### src/aaif_regs.svh
// Register offsets, field positions, reset values and timing figures of the flag block
`ifndef AAIF_REGS_SVH
`define AAIF_REGS_SVH

// ----------------------------------------------------------------------
// Register indices (page 0)
// ----------------------------------------------------------------------
`define AAIF_OFS_OVF_STICKY   7'h2a
`define AAIF_OFS_OVF_LIVE     7'h2b
`define AAIF_OFS_EVT_STICKY   7'h2d
`define AAIF_OFS_EVT_LIVE     7'h2f
`define AAIF_OFS_CTRL_A       7'h30
`define AAIF_OFS_CTRL_B       7'h31

// ----------------------------------------------------------------------
// Field positions
// ----------------------------------------------------------------------
`define AAIF_BIT_OVF_LEFT     3
`define AAIF_BIT_OVF_RIGHT    2
`define AAIF_BIT_OVF_SHIFT    1
`define AAIF_BIT_EVT_NOISE_L  6
`define AAIF_BIT_EVT_NOISE_R  5
`define AAIF_BIT_EVT_ENG_STD  4
`define AAIF_BIT_EVT_ENG_AUX  3
`define AAIF_BIT_CTL_NOISE    4
`define AAIF_BIT_CTL_ENGINE   2
`define AAIF_BIT_CTL_DATA     1
`define AAIF_BIT_CTL_REPEAT   0
`define AAIF_CTL_WRITE_MASK   8'h17

// ----------------------------------------------------------------------
// Reset values and pin function codes
// ----------------------------------------------------------------------
`define AAIF_RST_FLAGS        8'h00
`define AAIF_RST_CTRL         8'h00
`define AAIF_MIC_FUNC_IRQ_A   4'h5
`define AAIF_MIC_FUNC_IRQ_B   4'h6

// ----------------------------------------------------------------------
// Timing
// ----------------------------------------------------------------------
`define AAIF_CLK_MHZ          20
`define AAIF_PULSE_TIME_US    2000
`define AAIF_PERIOD_TIME_US   4000

`endif

### src/aaif_pkg.sv
// Types shared by the audio ADC interrupt flag block
package aaif_pkg;

  // Event sources arriving from the converter, shifter, gain loop and engine
  typedef struct packed {
    logic leftOvf;
    logic rightOvf;
    logic shiftOvf;
    logic leftNoise;
    logic rightNoise;
    logic engStd;
    logic engAux;
    logic dataAvail;
  } aaif_src_s;

  // Pulse generator states, one-hot
  typedef enum logic [2:0] {
    PG_IDLE = 3'b001,
    PG_HIGH = 3'b010,
    PG_LOW  = 3'b100
  } aaif_pulse_e;

endpackage

### src/aaif_flags.sv
// Interrupt flags, live flags and two pulse-generating interrupt outputs
`timescale 1ns/1ps
`include "aaif_regs.svh"

module aaif_flags
  import aaif_pkg::*;
#(
  parameter int unsigned PULSE_CYCLES  = `AAIF_PULSE_TIME_US * `AAIF_CLK_MHZ,
  parameter int unsigned PERIOD_CYCLES = `AAIF_PERIOD_TIME_US * `AAIF_CLK_MHZ
) (
  input  wire logic       core_clk,
  input  wire logic       rst,
  input  wire aaif_src_s  src,
  input  wire logic [6:0] regAddr,
  input  wire logic       regRdEn,
  input  wire logic       regWrEn,
  input  wire logic [7:0] regWrData,
  output logic      [7:0] regRdData,
  input  wire logic [3:0] micClkFunc,
  output logic            irqOutA,
  output logic            irqOutB,
  output logic            micClockPin,
  output logic            micClockPinOe
);

  localparam int CNT_W = $clog2(PERIOD_CYCLES + 1);

  // ----------------------------------------------------------------------
  // Elaboration checks
  // ----------------------------------------------------------------------
  // The low phase needs at least one cycle, so the period must exceed the pulse
  if (PULSE_CYCLES < 1 || PERIOD_CYCLES <= PULSE_CYCLES) begin : g_bad_timing
    $error("aaif_flags: pulse must be at least one cycle and shorter than period");
  end

  // ----------------------------------------------------------------------
  // Register decode
  // ----------------------------------------------------------------------
  function automatic logic regHit(input logic [6:0] addr, input logic [6:0] ofs);
    regHit = (addr == ofs);
  endfunction

  wire logic rdOvfSticky = regRdEn && regHit(regAddr, `AAIF_OFS_OVF_STICKY);
  wire logic rdEvtSticky = regRdEn && regHit(regAddr, `AAIF_OFS_EVT_STICKY);
  wire logic wrCtrlA     = regWrEn && regHit(regAddr, `AAIF_OFS_CTRL_A);
  wire logic wrCtrlB     = regWrEn && regHit(regAddr, `AAIF_OFS_CTRL_B);
  // Either sticky read also ends a repeating pulse train
  wire logic flagRead    = rdOvfSticky || rdEvtSticky;

  // ----------------------------------------------------------------------
  // Source edge detection
  // ----------------------------------------------------------------------
  aaif_src_s srcQ;

  // Previous source levels; a held level gives no new edge
  always_ff @(posedge core_clk or posedge rst) begin
    if (rst) begin
      srcQ <= '0;
    end else begin
      srcQ <= src;
    end
  end

  wire aaif_src_s srcRise = src & ~srcQ;

  // ----------------------------------------------------------------------
  // Sticky flag registers
  // ----------------------------------------------------------------------
  logic [7:0] ovfSticky;
  logic [7:0] evtSticky;
  logic [7:0] ovfSet;
  logic [7:0] evtSet;
  logic [7:0] next_ovfSticky;
  logic [7:0] next_evtSticky;

  // New edges only; reserved bit positions stay zero
  always_comb begin
    ovfSet = 8'h00;
    ovfSet[`AAIF_BIT_OVF_LEFT]  = srcRise.leftOvf;
    ovfSet[`AAIF_BIT_OVF_RIGHT] = srcRise.rightOvf;
    ovfSet[`AAIF_BIT_OVF_SHIFT] = srcRise.shiftOvf;
    evtSet = 8'h00;
    evtSet[`AAIF_BIT_EVT_NOISE_L] = srcRise.leftNoise;
    evtSet[`AAIF_BIT_EVT_NOISE_R] = srcRise.rightNoise;
    evtSet[`AAIF_BIT_EVT_ENG_STD] = srcRise.engStd;
    evtSet[`AAIF_BIT_EVT_ENG_AUX] = srcRise.engAux;
  end

  // Set beats clear so an edge during the read survives to the next one
  assign next_ovfSticky = (rdOvfSticky ? 8'h00 : ovfSticky) | ovfSet;
  assign next_evtSticky = (rdEvtSticky ? 8'h00 : evtSticky) | evtSet;

  always_ff @(posedge core_clk or posedge rst) begin
    if (rst) begin
      ovfSticky <= `AAIF_RST_FLAGS;
      evtSticky <= `AAIF_RST_FLAGS;
    end else begin
      ovfSticky <= next_ovfSticky;
      evtSticky <= next_evtSticky;
    end
  end

  // ----------------------------------------------------------------------
  // Live flag views
  // ----------------------------------------------------------------------
  logic [7:0] ovfLive;
  logic [7:0] evtLive;

  // Taken straight from the sources at the read, no latching
  always_comb begin
    ovfLive = 8'h00;
    ovfLive[`AAIF_BIT_OVF_LEFT]  = src.leftOvf;
    ovfLive[`AAIF_BIT_OVF_RIGHT] = src.rightOvf;
    ovfLive[`AAIF_BIT_OVF_SHIFT] = src.shiftOvf;
    evtLive = 8'h00;
    evtLive[`AAIF_BIT_EVT_NOISE_L] = src.leftNoise;
    evtLive[`AAIF_BIT_EVT_NOISE_R] = src.rightNoise;
    evtLive[`AAIF_BIT_EVT_ENG_STD] = src.engStd;
    evtLive[`AAIF_BIT_EVT_ENG_AUX] = src.engAux;
  end

  // ----------------------------------------------------------------------
  // Interrupt output control registers
  // ----------------------------------------------------------------------
  logic [7:0] ctrlA;
  logic [7:0] ctrlB;

  // Only bits 4,2,1,0 hold state; reserved bits cannot be set by a stray write
  always_ff @(posedge core_clk or posedge rst) begin
    if (rst) begin
      ctrlA <= `AAIF_RST_CTRL;
      ctrlB <= `AAIF_RST_CTRL;
    end else begin
      if (wrCtrlA) begin
        ctrlA <= regWrData & `AAIF_CTL_WRITE_MASK;
      end
      if (wrCtrlB) begin
        ctrlB <= regWrData & `AAIF_CTL_WRITE_MASK;
      end
    end
  end

  // ----------------------------------------------------------------------
  // Register read port
  // ----------------------------------------------------------------------
  logic [7:0] rdMux;

  // Unmapped and reserved indices read zero; data appears one edge later
  always_comb begin
    case (regAddr)
      `AAIF_OFS_OVF_STICKY: rdMux = ovfSticky;
      `AAIF_OFS_OVF_LIVE:   rdMux = ovfLive;
      `AAIF_OFS_EVT_STICKY: rdMux = evtSticky;
      `AAIF_OFS_EVT_LIVE:   rdMux = evtLive;
      `AAIF_OFS_CTRL_A:     rdMux = ctrlA;
      `AAIF_OFS_CTRL_B:     rdMux = ctrlB;
      default:              rdMux = 8'h00;
    endcase
  end

  always_ff @(posedge core_clk or posedge rst) begin
    if (rst) begin
      regRdData <= 8'h00;
    end else if (regRdEn) begin
      regRdData <= rdMux;
    end
  end

  // ----------------------------------------------------------------------
  // Interrupt source gating and pulse generators
  // ----------------------------------------------------------------------
  wire logic noiseLvl  = src.leftNoise | src.rightNoise;
  wire logic engineLvl = src.engStd | src.engAux | src.leftOvf | src.rightOvf | src.shiftOvf;
  wire logic [7:0] ctrlArr [2] = '{ctrlA, ctrlB};

  logic [1:0]       irqOut;
  logic [1:0]       trigger;
  aaif_pulse_e      pgState [2];
  logic [CNT_W-1:0] pgCnt   [2];

  for (genvar g = 0; g < 2; g++) begin : g_out
    logic             reqLvl;
    logic             reqLvlQ;
    logic             repeatArmed;
    aaif_pulse_e      next_state;
    logic [CNT_W-1:0] next_cnt;

    // Enabled sources ORed; each control register steers only its own output
    assign reqLvl = (ctrlArr[g][`AAIF_BIT_CTL_NOISE]  & noiseLvl)
                  | (ctrlArr[g][`AAIF_BIT_CTL_ENGINE] & engineLvl)
                  | (ctrlArr[g][`AAIF_BIT_CTL_DATA]   & src.dataAvail);
    assign trigger[g] = reqLvl & ~reqLvlQ;

    // Next state; a trigger while busy in one-pulse mode is absorbed
    always_comb begin
      next_state = pgState[g];
      next_cnt   = pgCnt[g];
      case (pgState[g])
        PG_IDLE: begin
          if (trigger[g]) begin
            next_state = PG_HIGH;
            next_cnt   = CNT_W'(PULSE_CYCLES - 1);
          end
        end
        PG_HIGH: begin
          if (pgCnt[g] != '0) begin
            next_cnt = pgCnt[g] - 1'b1;
          end else if (repeatArmed && !flagRead) begin
            next_state = PG_LOW;
            next_cnt   = CNT_W'(PERIOD_CYCLES - PULSE_CYCLES - 1);
          end else begin
            next_state = PG_IDLE;
          end
        end
        PG_LOW: begin
          if (!repeatArmed || flagRead) begin
            next_state = PG_IDLE;
          end else if (pgCnt[g] != '0) begin
            next_cnt = pgCnt[g] - 1'b1;
          end else begin
            next_state = PG_HIGH;
            next_cnt   = CNT_W'(PULSE_CYCLES - 1);
          end
        end
        default: begin
          next_state = PG_IDLE;
          next_cnt   = '0;
        end
      endcase
    end

    // Repeat stays armed until a sticky read or a clear repeat bit; a fresh trigger re-arms it
    always_ff @(posedge core_clk or posedge rst) begin
      if (rst) begin
        reqLvlQ     <= 1'b0;
        repeatArmed <= 1'b0;
        pgState[g]  <= PG_IDLE;
        pgCnt[g]    <= '0;
      end else begin
        reqLvlQ     <= reqLvl;
        repeatArmed <= (trigger[g] && ctrlArr[g][`AAIF_BIT_CTL_REPEAT])
                     || (repeatArmed && !flagRead
                         && ctrlArr[g][`AAIF_BIT_CTL_REPEAT]);
        pgState[g]  <= next_state;
        pgCnt[g]    <= next_cnt;
      end
    end

    // Output flop keeps the pin glitch-free
    always_ff @(posedge core_clk or posedge rst) begin
      if (rst) begin
        irqOut[g] <= 1'b0;
      end else begin
        irqOut[g] <= (next_state == PG_HIGH);
      end
    end
  end

  assign irqOutA = irqOut[0];
  assign irqOutB = irqOut[1];

  // ----------------------------------------------------------------------
  // Mic clock pin function select
  // ----------------------------------------------------------------------
  // Other function codes belong to pin logic outside; pin is released there
  wire logic selA = (micClkFunc == `AAIF_MIC_FUNC_IRQ_A);
  wire logic selB = (micClkFunc == `AAIF_MIC_FUNC_IRQ_B);
  assign micClockPin   = (selA & irqOutA) | (selB & irqOutB);
  assign micClockPinOe = selA | selB;

  // ----------------------------------------------------------------------
  // Checks
  // ----------------------------------------------------------------------
  logic [CNT_W-1:0] highRun;

  // Length of the current high stretch on the first output
  always_ff @(posedge core_clk or posedge rst) begin
    if (rst) begin
      highRun <= '0;
    end else if (irqOutA) begin
      highRun <= highRun + 1'b1;
    end else begin
      highRun <= '0;
    end
  end

  a_ovf_edge_sets: assert property (
    @(posedge core_clk) disable iff (rst)
    $rose(src.leftOvf) |=> ovfSticky[`AAIF_BIT_OVF_LEFT] && !ovfSticky[0]
  ) else $error("left overflow edge did not set sticky flag");

  a_read_clears: assert property (
    @(posedge core_clk) disable iff (rst)
    (rdOvfSticky && ovfSet == 8'h00) |=> ovfSticky == 8'h00
  ) else $error("sticky overflow read did not clear flags");

  a_persist_no_set: assert property (
    @(posedge core_clk) disable iff (rst)
    (rdEvtSticky && srcQ.leftNoise && src.leftNoise) ##1 src.leftNoise
      |=> !evtSticky[`AAIF_BIT_EVT_NOISE_L]
  ) else $error("held noise level set sticky flag again");

  a_event_survives: assert property (
    @(posedge core_clk) disable iff (rst)
    (rdOvfSticky && srcRise.leftOvf) |=> ovfSticky[`AAIF_BIT_OVF_LEFT]
  ) else $error("event during read was lost");

  a_live_at_read: assert property (
    @(posedge core_clk) disable iff (rst)
    (regRdEn && regAddr == `AAIF_OFS_EVT_LIVE)
      |=> regRdData == {1'b0, $past(src.leftNoise), $past(src.rightNoise),
                        $past(src.engStd), $past(src.engAux), 3'b000}
  ) else $error("live event read wrong");

  a_ctrl_masked: assert property (
    @(posedge core_clk) disable iff (rst)
    wrCtrlB |=> ctrlB == ($past(regWrData) & 8'h17) && $stable(ctrlA)
  ) else $error("control write not masked or disturbed other output");

  a_pulse_starts: assert property (
    @(posedge core_clk) disable iff (rst)
    (trigger[0] && pgState[0] == PG_IDLE) |=> irqOutA [*8]
  ) else $error("first output pulse did not start");

  a_pulse_width: assert property (
    @(posedge core_clk) disable iff (rst)
    $fell(irqOutA) && !ctrlA[0] |-> highRun == CNT_W'(PULSE_CYCLES)
  ) else $error("single pulse width wrong");

  a_gate_off: assert property (
    @(posedge core_clk) disable iff (rst)
    (ctrlA[4:1] == 4'h1 && !src.dataAvail) |-> !trigger[0]
  ) else $error("trigger without enabled source");

  a_repeat_stop: assert property (
    @(posedge core_clk) disable iff (rst)
    (flagRead && !trigger[1] && pgState[1] == PG_LOW) |=> pgState[1] == PG_IDLE
  ) else $error("repeating pulses not stopped by flag read");

  a_mic_pin: assert property (
    @(posedge core_clk) disable iff (rst)
    selB |-> micClockPinOe && micClockPin == irqOutB
  ) else $error("mic clock pin not carrying second output");

endmodule

### config.mk
export PLATFORM = sky130hd
export DESIGN_NAME = aaif_flags
export DESIGN_NICKNAME = d
export VERILOG_FILES = /design/src/aaif_pkg.sv /design/src/aaif_flags.sv
export VERILOG_INCLUDE_DIRS = /design/src
export SDC_FILE = /design/constraint.sdc
export NUM_CORES = 1
export LEC_CHECK = 0
export BUFFER_PORTS_ARGS = -buffer_cell sky130_fd_sc_hd__buf_4
export CELL_PAD_IN_SITES_DETAIL_PLACEMENT = 1
export CELL_PAD_IN_SITES_GLOBAL_PLACEMENT = 2
export CORE_UTILIZATION = 37
export DETAILED_ROUTE_END_ITERATION = 6
export PLACE_DENSITY_LB_ADDON = 0.1
export SLEW_MARGIN = 20
export SYNTH_ARGS = -nofsm -noshare
export SYNTH_HDL_FRONTEND = slang
export SYNTH_SLANG_ARGS = --single-unit
### constraint.sdc
create_clock -name core_clk -period 3.1 [get_ports core_clk]
set_input_delay 0 -clock core_clk [delete_from_list [all_inputs] [get_ports core_clk]]
set_output_delay 0 -clock core_clk [all_outputs]
set_load 0.01 [all_outputs]
==> results.sh, run 1 <==
export IMPL_outcome="finished, final reports clean"
export IMPL_drc_errors=0
export IMPL_finalSetupViolCount=0
export IMPL_gr_usage_all_layers=0.202
export IMPL_cts_clk_slew_worst_paths_ns=0.08
export IMPL_rr_worst_depth=8
export IMPL_syn_nets=468
export IMPL_drtIter0Drc=102
export IMPL_ir_drop_uv=364
export IMPL_cts_root_to_sink_buffers=2
export IMPL_dp_cells=601
export IMPL_die_w_um=107
export IMPL_ys_ff_latch=75
export IMPL_num_rows=38
export IMPL_via_count=3498
export IMPL_root_buffer="clkbuf_8"
export IMPL_yosys_warnings=0
export IMPL_cts_made_buffers=9
export IMPL_dieArea_um2=11500
export IMPL_synthesis_instances=433
export IMPL_clock_fmax_mhz=341
export IMPL_layout_drive_gt1_share=0.181
export IMPL_tns_ns=0
export IMPL_grt_pass1_vias=3674
export IMPL_clkSinkCount=75
export IMPL_fin_total_pwr_mw=3.59
export IMPL_areaGrowthSynthToFinish_pct=19.2
export IMPL_required_ns=3.32
export IMPL_dp_final_hpwl_mm=7.58
export IMPL_skew_ns=0.0108
export IMPL_synthArstFlopShare=1.00
export IMPL_seq_area_frac_synth=0.459
export IMPL_postRouteAntennaNets=0
export IMPL_synth_cell_types=68
export IMPL_fillers=1226
export IMPL_final_max_slew_viol_count=0
export IMPL_path_class="flip-flop to flip-flop"
export IMPL_mostFrequentLayoutCell="dfrtp_1"
export IMPL_wl_per_cell_um=16.7
export IMPL_worstHoldPathType="input pin to flip-flop"
export IMPL_die_y_um=107
export IMPL_cp_arrival_ns=3.15
export IMPL_port_buffers=37
export IMPL_power_density_nw_per_um2=734
export IMPL_gr_total_overflow=0
export IMPL_netlist_area_um2=4100
export IMPL_n_antenna_cell=0
export IMPL_syn_avg_cell_area_um2=9.46
export IMPL_cts_tree="yes"
export IMPL_hold_viol=0
export IMPL_hold_depth=3
export IMPL_cts_max_level=3
export IMPL_gp_congestion=0.764
export IMPL_via_per_inst=5.54
export IMPL_cp_max_fo=9
export IMPL_core_area_um2=10800
export IMPL_mostFrequentLayoutCells="73 x dfrtp_1, 44 x buf_4, 38 x nand2_1"
export IMPL_synth_edf_count=0
export IMPL_worst_setup_path_end_kind="flip-flop"
export IMPL_ctsResizeCount=0
export IMPL_wirelength_mm=10.5
export IMPL_io_pins=43
export IMPL_cts_setup_buffers=0
export IMPL_grt_setup_unrepaired="false"
export IMPL_grt_pass1_wl_mm=18.1
export IMPL_max_slew_margin=0.373
export IMPL_final_cell_count_no_fill=631
export IMPL_antenna_found_initial=0
export IMPL_cp_start_kind="flip-flop"
export IMPL_start_util=0.379
export IMPL_clk_latency_ns=0.35
export IMPL_p_leak_nw=2.08
export IMPL_synth_flop_cell="dfrtp_1"
export IMPL_maxCapViolations=0
export IMPL_hold_buffers=14
export IMPL_drtPass1Iterations=4
export IMPL_worst_pin_slew_ns=0.938
export IMPL_grt_max_degree=49
export IMPL_hold_ws_ns=0.0579
export IMPL_period_needed_ns=2.93
export IMPL_period_share=0.946
export IMPL_nNetsFinal=521
## worst max-delay path, stage by stage, from the launching register on
cell	delay, ns
dfrtp_1	0.42
inv_1	0.11
ha_1	0.15
or4b_2	0.58
or4_4	0.51
or3b_4	0.42
a22oi_2	0.17
a2bb2oi_2	0.36
a21oi_1	0.08
## per-layer routing
metal | vias to the layer above | part of all wire | global-route usage
met2 | 37 | 0.49 | 0.338
met5 | - | 0 | 0
met3 | 7 | 0.027 | 0.0292
li1 | 1706 | - | -
met1 | 1748 | 0.48 | 0.267
met4 | 0 | 0.0076 | 0.0675
## report_power, final
| part | internal (mW) | switching [mW] |
|---|---|---|
| clock network | 0.555 | 0.373 |
| registers | 1.18 | 0.221 |
| logic | 0.530 | 0.728 |
## path summary, 6_finish.rpt
path / start / endpoint / slack (ns)
worst max-delay path: pgCnt[17] / pgCnt[30] / 0.17
worst min-delay path: regAddr[1] / regRdData[3] / 0.06
worst max register to register: pgCnt[17] / pgCnt[30] / 0.17
worst min register to register: srcQ[4] / evtSticky[6] / 0.42
max in group asynchronous: rst / pgState[2] / 1.99
min in group asynchronous: rst / pgCnt[19] / 0.37
## stage by stage
step / utilization / cell area (µm²) / setup WS, ns
6_report: 0.452 / 4880 / 0.167
5_1_grt: 0.452 / 4880 / 0.00989
4_1_cts: 0.452 / 4880 / 0.147
3_3_place_gp: 0.417 / 4500 / 0.249
3_5_place_dp: 0.417 / 4500 / 0.162
2_1_floorplan: - / 4100 / 0.388
## kinds of logic (layout without fill, tap and decap cells)
family                   Yosys count  after routing  share of synthesized area
XOR/XNOR                           2              2                    0.00428
flip-flops                        75             75                      0.459
AO/OA/AOI/OAI                    125            125                      0.205
buffers and inverters             45            103                     0.0510
AND/OR/NAND/NOR                  164            164                      0.224
adder cells (fa/ha/maj)            4              4                     0.0122
multiplexers                      17             17                     0.0443
other                              1              1                   0.000916
## cells in the mapped netlist (4+ instances only)
cell | number | area, µm²
a21oi_1 | 32 | 160
a22o_1 | 4 | 35.0
a31oi_1 | 8 | 50.1
buf_2 | 4 | 20.0
clkbuf_1 | 7 | 26.3
dfrtp_1 | 73 | 1830
ha_1 | 4 | 50.1
inv_1 | 29 | 109
mux2_2 | 9 | 101
mux2i_1 | 8 | 80.1
nand2_1 | 38 | 143
nand2b_1 | 8 | 50.1
nand3_1 | 11 | 55.1
nand3b_1 | 6 | 45.0
nor2_1 | 27 | 101
nor3_1 | 11 | 55.1
nor3b_1 | 5 | 37.5
nor4_1 | 6 | 37.5
o21ai_0 | 25 | 125
o21ai_1 | 4 | 20.0
o22a_1 | 9 | 78.8
o22ai_1 | 10 | 62.6
or3_1 | 17 | 106
or4_1 | 9 | 67.6
## sequential cells by signal, summed over array words and instances, names as in the netlist
signal             count
evtSticky              4
pgCnt                 34
g_out.reqLvlQ          2
ctrlB                  4
irqOutA                1
irqOutB                1
g_out.repeatArmed      2
ovfSticky              3
regRdData              7
ctrlA                  4
pgState                6
srcQ                   7
## final cells by class
cell class,count,area (µm²),area share
clock inverter,5,100,0.0205
inverter,29,110,0.0225
multi-input combinational,313,2010,0.411
clock buffer,11,141,0.0290
sequential,75,1880,0.385
tap,140,175,0.0359
timing repair buffer,58,470,0.0963
Note: power is estimated with default switching activity, not from simulation.
==> run 2, diff against run 1 <==
Settings changed: RECOVER_POWER set to 25.
==> run 2 against run 1 <==
The run now ends with max-capacitance violations, max-slew violations left. Via count is 0.31% higher. Total power is 0.31% lower. Combinational power about the same. Clock skew is essentially flat. Clock-buffer cell count unchanged. Die area unchanged. Cell count stayed put. Final area decreased by 1.4%. Sequential power barely moved. Critical path type unchanged.
==> results.sh, run 2 (synthesis gave the netlist of run 1 again) <==
export IMPL_areaGrowthSynthToFinish_pct=17.6
export IMPL_hold_buffers=14
export IMPL_max_slew_margin=-0.523
export IMPL_dp_cells=601
export IMPL_cts_setup_buffers=0
export IMPL_grt_use_met2=0.338
export IMPL_clkSinkCount=75
export IMPL_wirelength_mm=10.5
export IMPL_maxCapViolations=1
export IMPL_finalSetupViolCount=0
export IMPL_grt_pass1_wl_mm=18.1
export IMPL_power_density_nw_per_um2=742
export IMPL_cp_max_fo=9
export IMPL_die_w_um=107
export IMPL_period_share=0.947
export IMPL_cp_start_kind="flip-flop"
export IMPL_hold_viol=0
export IMPL_met1_usage=0.267
export IMPL_path_class="flip-flop to flip-flop"
export IMPL_rrSetupSlack_ns=0.16
export IMPL_ir_drop_uv=363
export IMPL_r2r_end="pgCnt[30]"
export IMPL_min_delay_start="regAddr[1]"
export IMPL_die_y_um=107
export IMPL_cts_max_level=3
export IMPL_worst_setup_path_end_kind="flip-flop"
export IMPL_postRouteAntennaNets=0
export IMPL_final_cell_count_no_fill=631
export IMPL_r2r_start="pgCnt[17]"
export IMPL_top_register="pgCnt"
export IMPL_met3_usage=0.0292
export IMPL_layout_drive_gt1_share=0.145
export IMPL_ctsResizeCount=0
export IMPL_tns_ns=0
export IMPL_violations="max-capacitance violations, max-slew violations"
export IMPL_cts_root_to_sink_buffers=2
export IMPL_drtIter0Drc=113
export IMPL_num_rows=38
export IMPL_min_to="regRdData[3]"
export IMPL_grt_max_degree=49
export IMPL_cts_tree="yes"
export IMPL_gr_usage_all_layers=0.202
export IMPL_n_antenna_cell=0
export IMPL_reg_top3="pgCnt x34, regRdData x7, srcQ x7"
export IMPL_nNetsFinal=521
export IMPL_gr_total_overflow=0
export IMPL_hold_depth=3
export IMPL_clockPowerShare=0.260
export IMPL_outcome="complete, but fails checks"
export IMPL_antenna_found_initial=0
export IMPL_largest_reg_flops=34
export IMPL_via_count=3509
export IMPL_grt_busiest_layer="met2"
export IMPL_dieArea_um2=11500
export IMPL_p_seq_frac=0.392
export IMPL_cts_clk_slew_worst_paths_ns=0.08
export IMPL_clk_latency_ns=0.35
export IMPL_wl_per_cell_um=16.7
export IMPL_final_max_slew_viol_count=49
export IMPL_worstHoldPathType="input pin to flip-flop"
export IMPL_port_buffers=37
export IMPL_drc_errors=0
export IMPL_root_buffer="clkbuf_8"
export IMPL_sw_frac_of_total=0.370
export IMPL_comb_power_share=0.348
export IMPL_period_needed_ns=2.94
export IMPL_mostFrequentLayoutCell="dfrtp_1"
export IMPL_worst_pin_slew_ns=2.27
export IMPL_gp_congestion=0.764
export IMPL_core_area_um2=10800
export IMPL_rr_worst_depth=8
export IMPL_io_pins=43
export IMPL_cts_made_buffers=9
export IMPL_dp_final_hpwl_mm=7.58
export IMPL_p_sw_mw=1.32
export IMPL_grt_pass1_vias=3674
export IMPL_via_per_inst=5.56
export IMPL_p_leak_nw=2.01
export IMPL_mostFrequentLayoutCells="73 x dfrtp_1, 38 x nand2_1, 32 x a21oi_1"
export IMPL_start_util=0.379
export IMPL_cp_arrival_ns=3.16
export IMPL_clock_fmax_mhz=340
export IMPL_intPower_mw=2.25
export IMPL_skew_ns=0.0111
export IMPL_drtPass1Iterations=4
export IMPL_required_ns=3.32
export IMPL_grt_setup_unrepaired="false"
run 2: worst max path at each step:
stage,endpoint,depth (start not counted),from
2_1_floorplan,pgCnt[24],9,pgCnt[17]
3_3_place_gp,pgCnt[30],8,pgCnt[17]
3_5_place_dp,pgCnt[30],8,pgCnt[17]
4_1_cts,pgCnt[30],8,pgCnt[17]
5_1_grt,pgCnt[30],8,pgCnt[17]
6_report,pgCnt[30],8,pgCnt[17]
run 2: power groups by stage:
| stage | clock network (mW) | registers, mW | logic, mW |
|---|---|---|---|
| 6_report | 0.929 | 1.40 | 1.25 |
| 5_1_grt | 0.995 | 1.44 | 1.42 |
| 4_1_cts | 0.956 | 1.40 | 1.28 |
| 3_5_place_dp | 0 | 1.42 | 1.26 |
| 3_3_place_gp | 0 | 1.41 | 1.21 |
| 2_1_floorplan | 0 | 1.36 | 0.974 |
run 2: metrics by stage:
stage	power (mW)	cell area, µm²	hold slack (ns)	setup WS, ns	utilization
after global placement	2.62	4500	0.127	0.249	0.417
final	3.58	4820	0.0549	0.163	0.446
after global routing	3.86	4820	0.0630	0.00981	0.446
after floorplan	2.33	4100	0.0314	0.388	-
after detailed placement	2.67	4500	0.131	0.162	0.417
after CTS	3.63	4880	0.0480	0.147	0.452
run 2: final cells by class:
| type | instances | area, µm² |
|---|---|---|
| fill | 1247 | 5980 |
| clock buffer | 11 | 141 |
| clock inverter | 5 | 100 |
| tap | 140 | 175 |
| timing repair buffer | 58 | 403 |
| multi-input combinational | 313 | 2010 |
| inverter | 29 | 110 |
| sequential | 75 | 1880 |
run 2: per-layer routing:
layer	up-vias	wire, µm
li1	1704	-
met1	1761	5020
met2	35	5100
met3	9	287
met4	0	115
met5	-	0
run 2: critical path, cell delays in order, from the launching register on:
cell       delay (ns)
dfrtp_1          0.42
inv_1            0.11
ha_1             0.15
or4b_2           0.58
or4_4            0.51
or3b_4           0.42
a22oi_2          0.17
a2bb2oi_2        0.37
a21oi_1          0.08
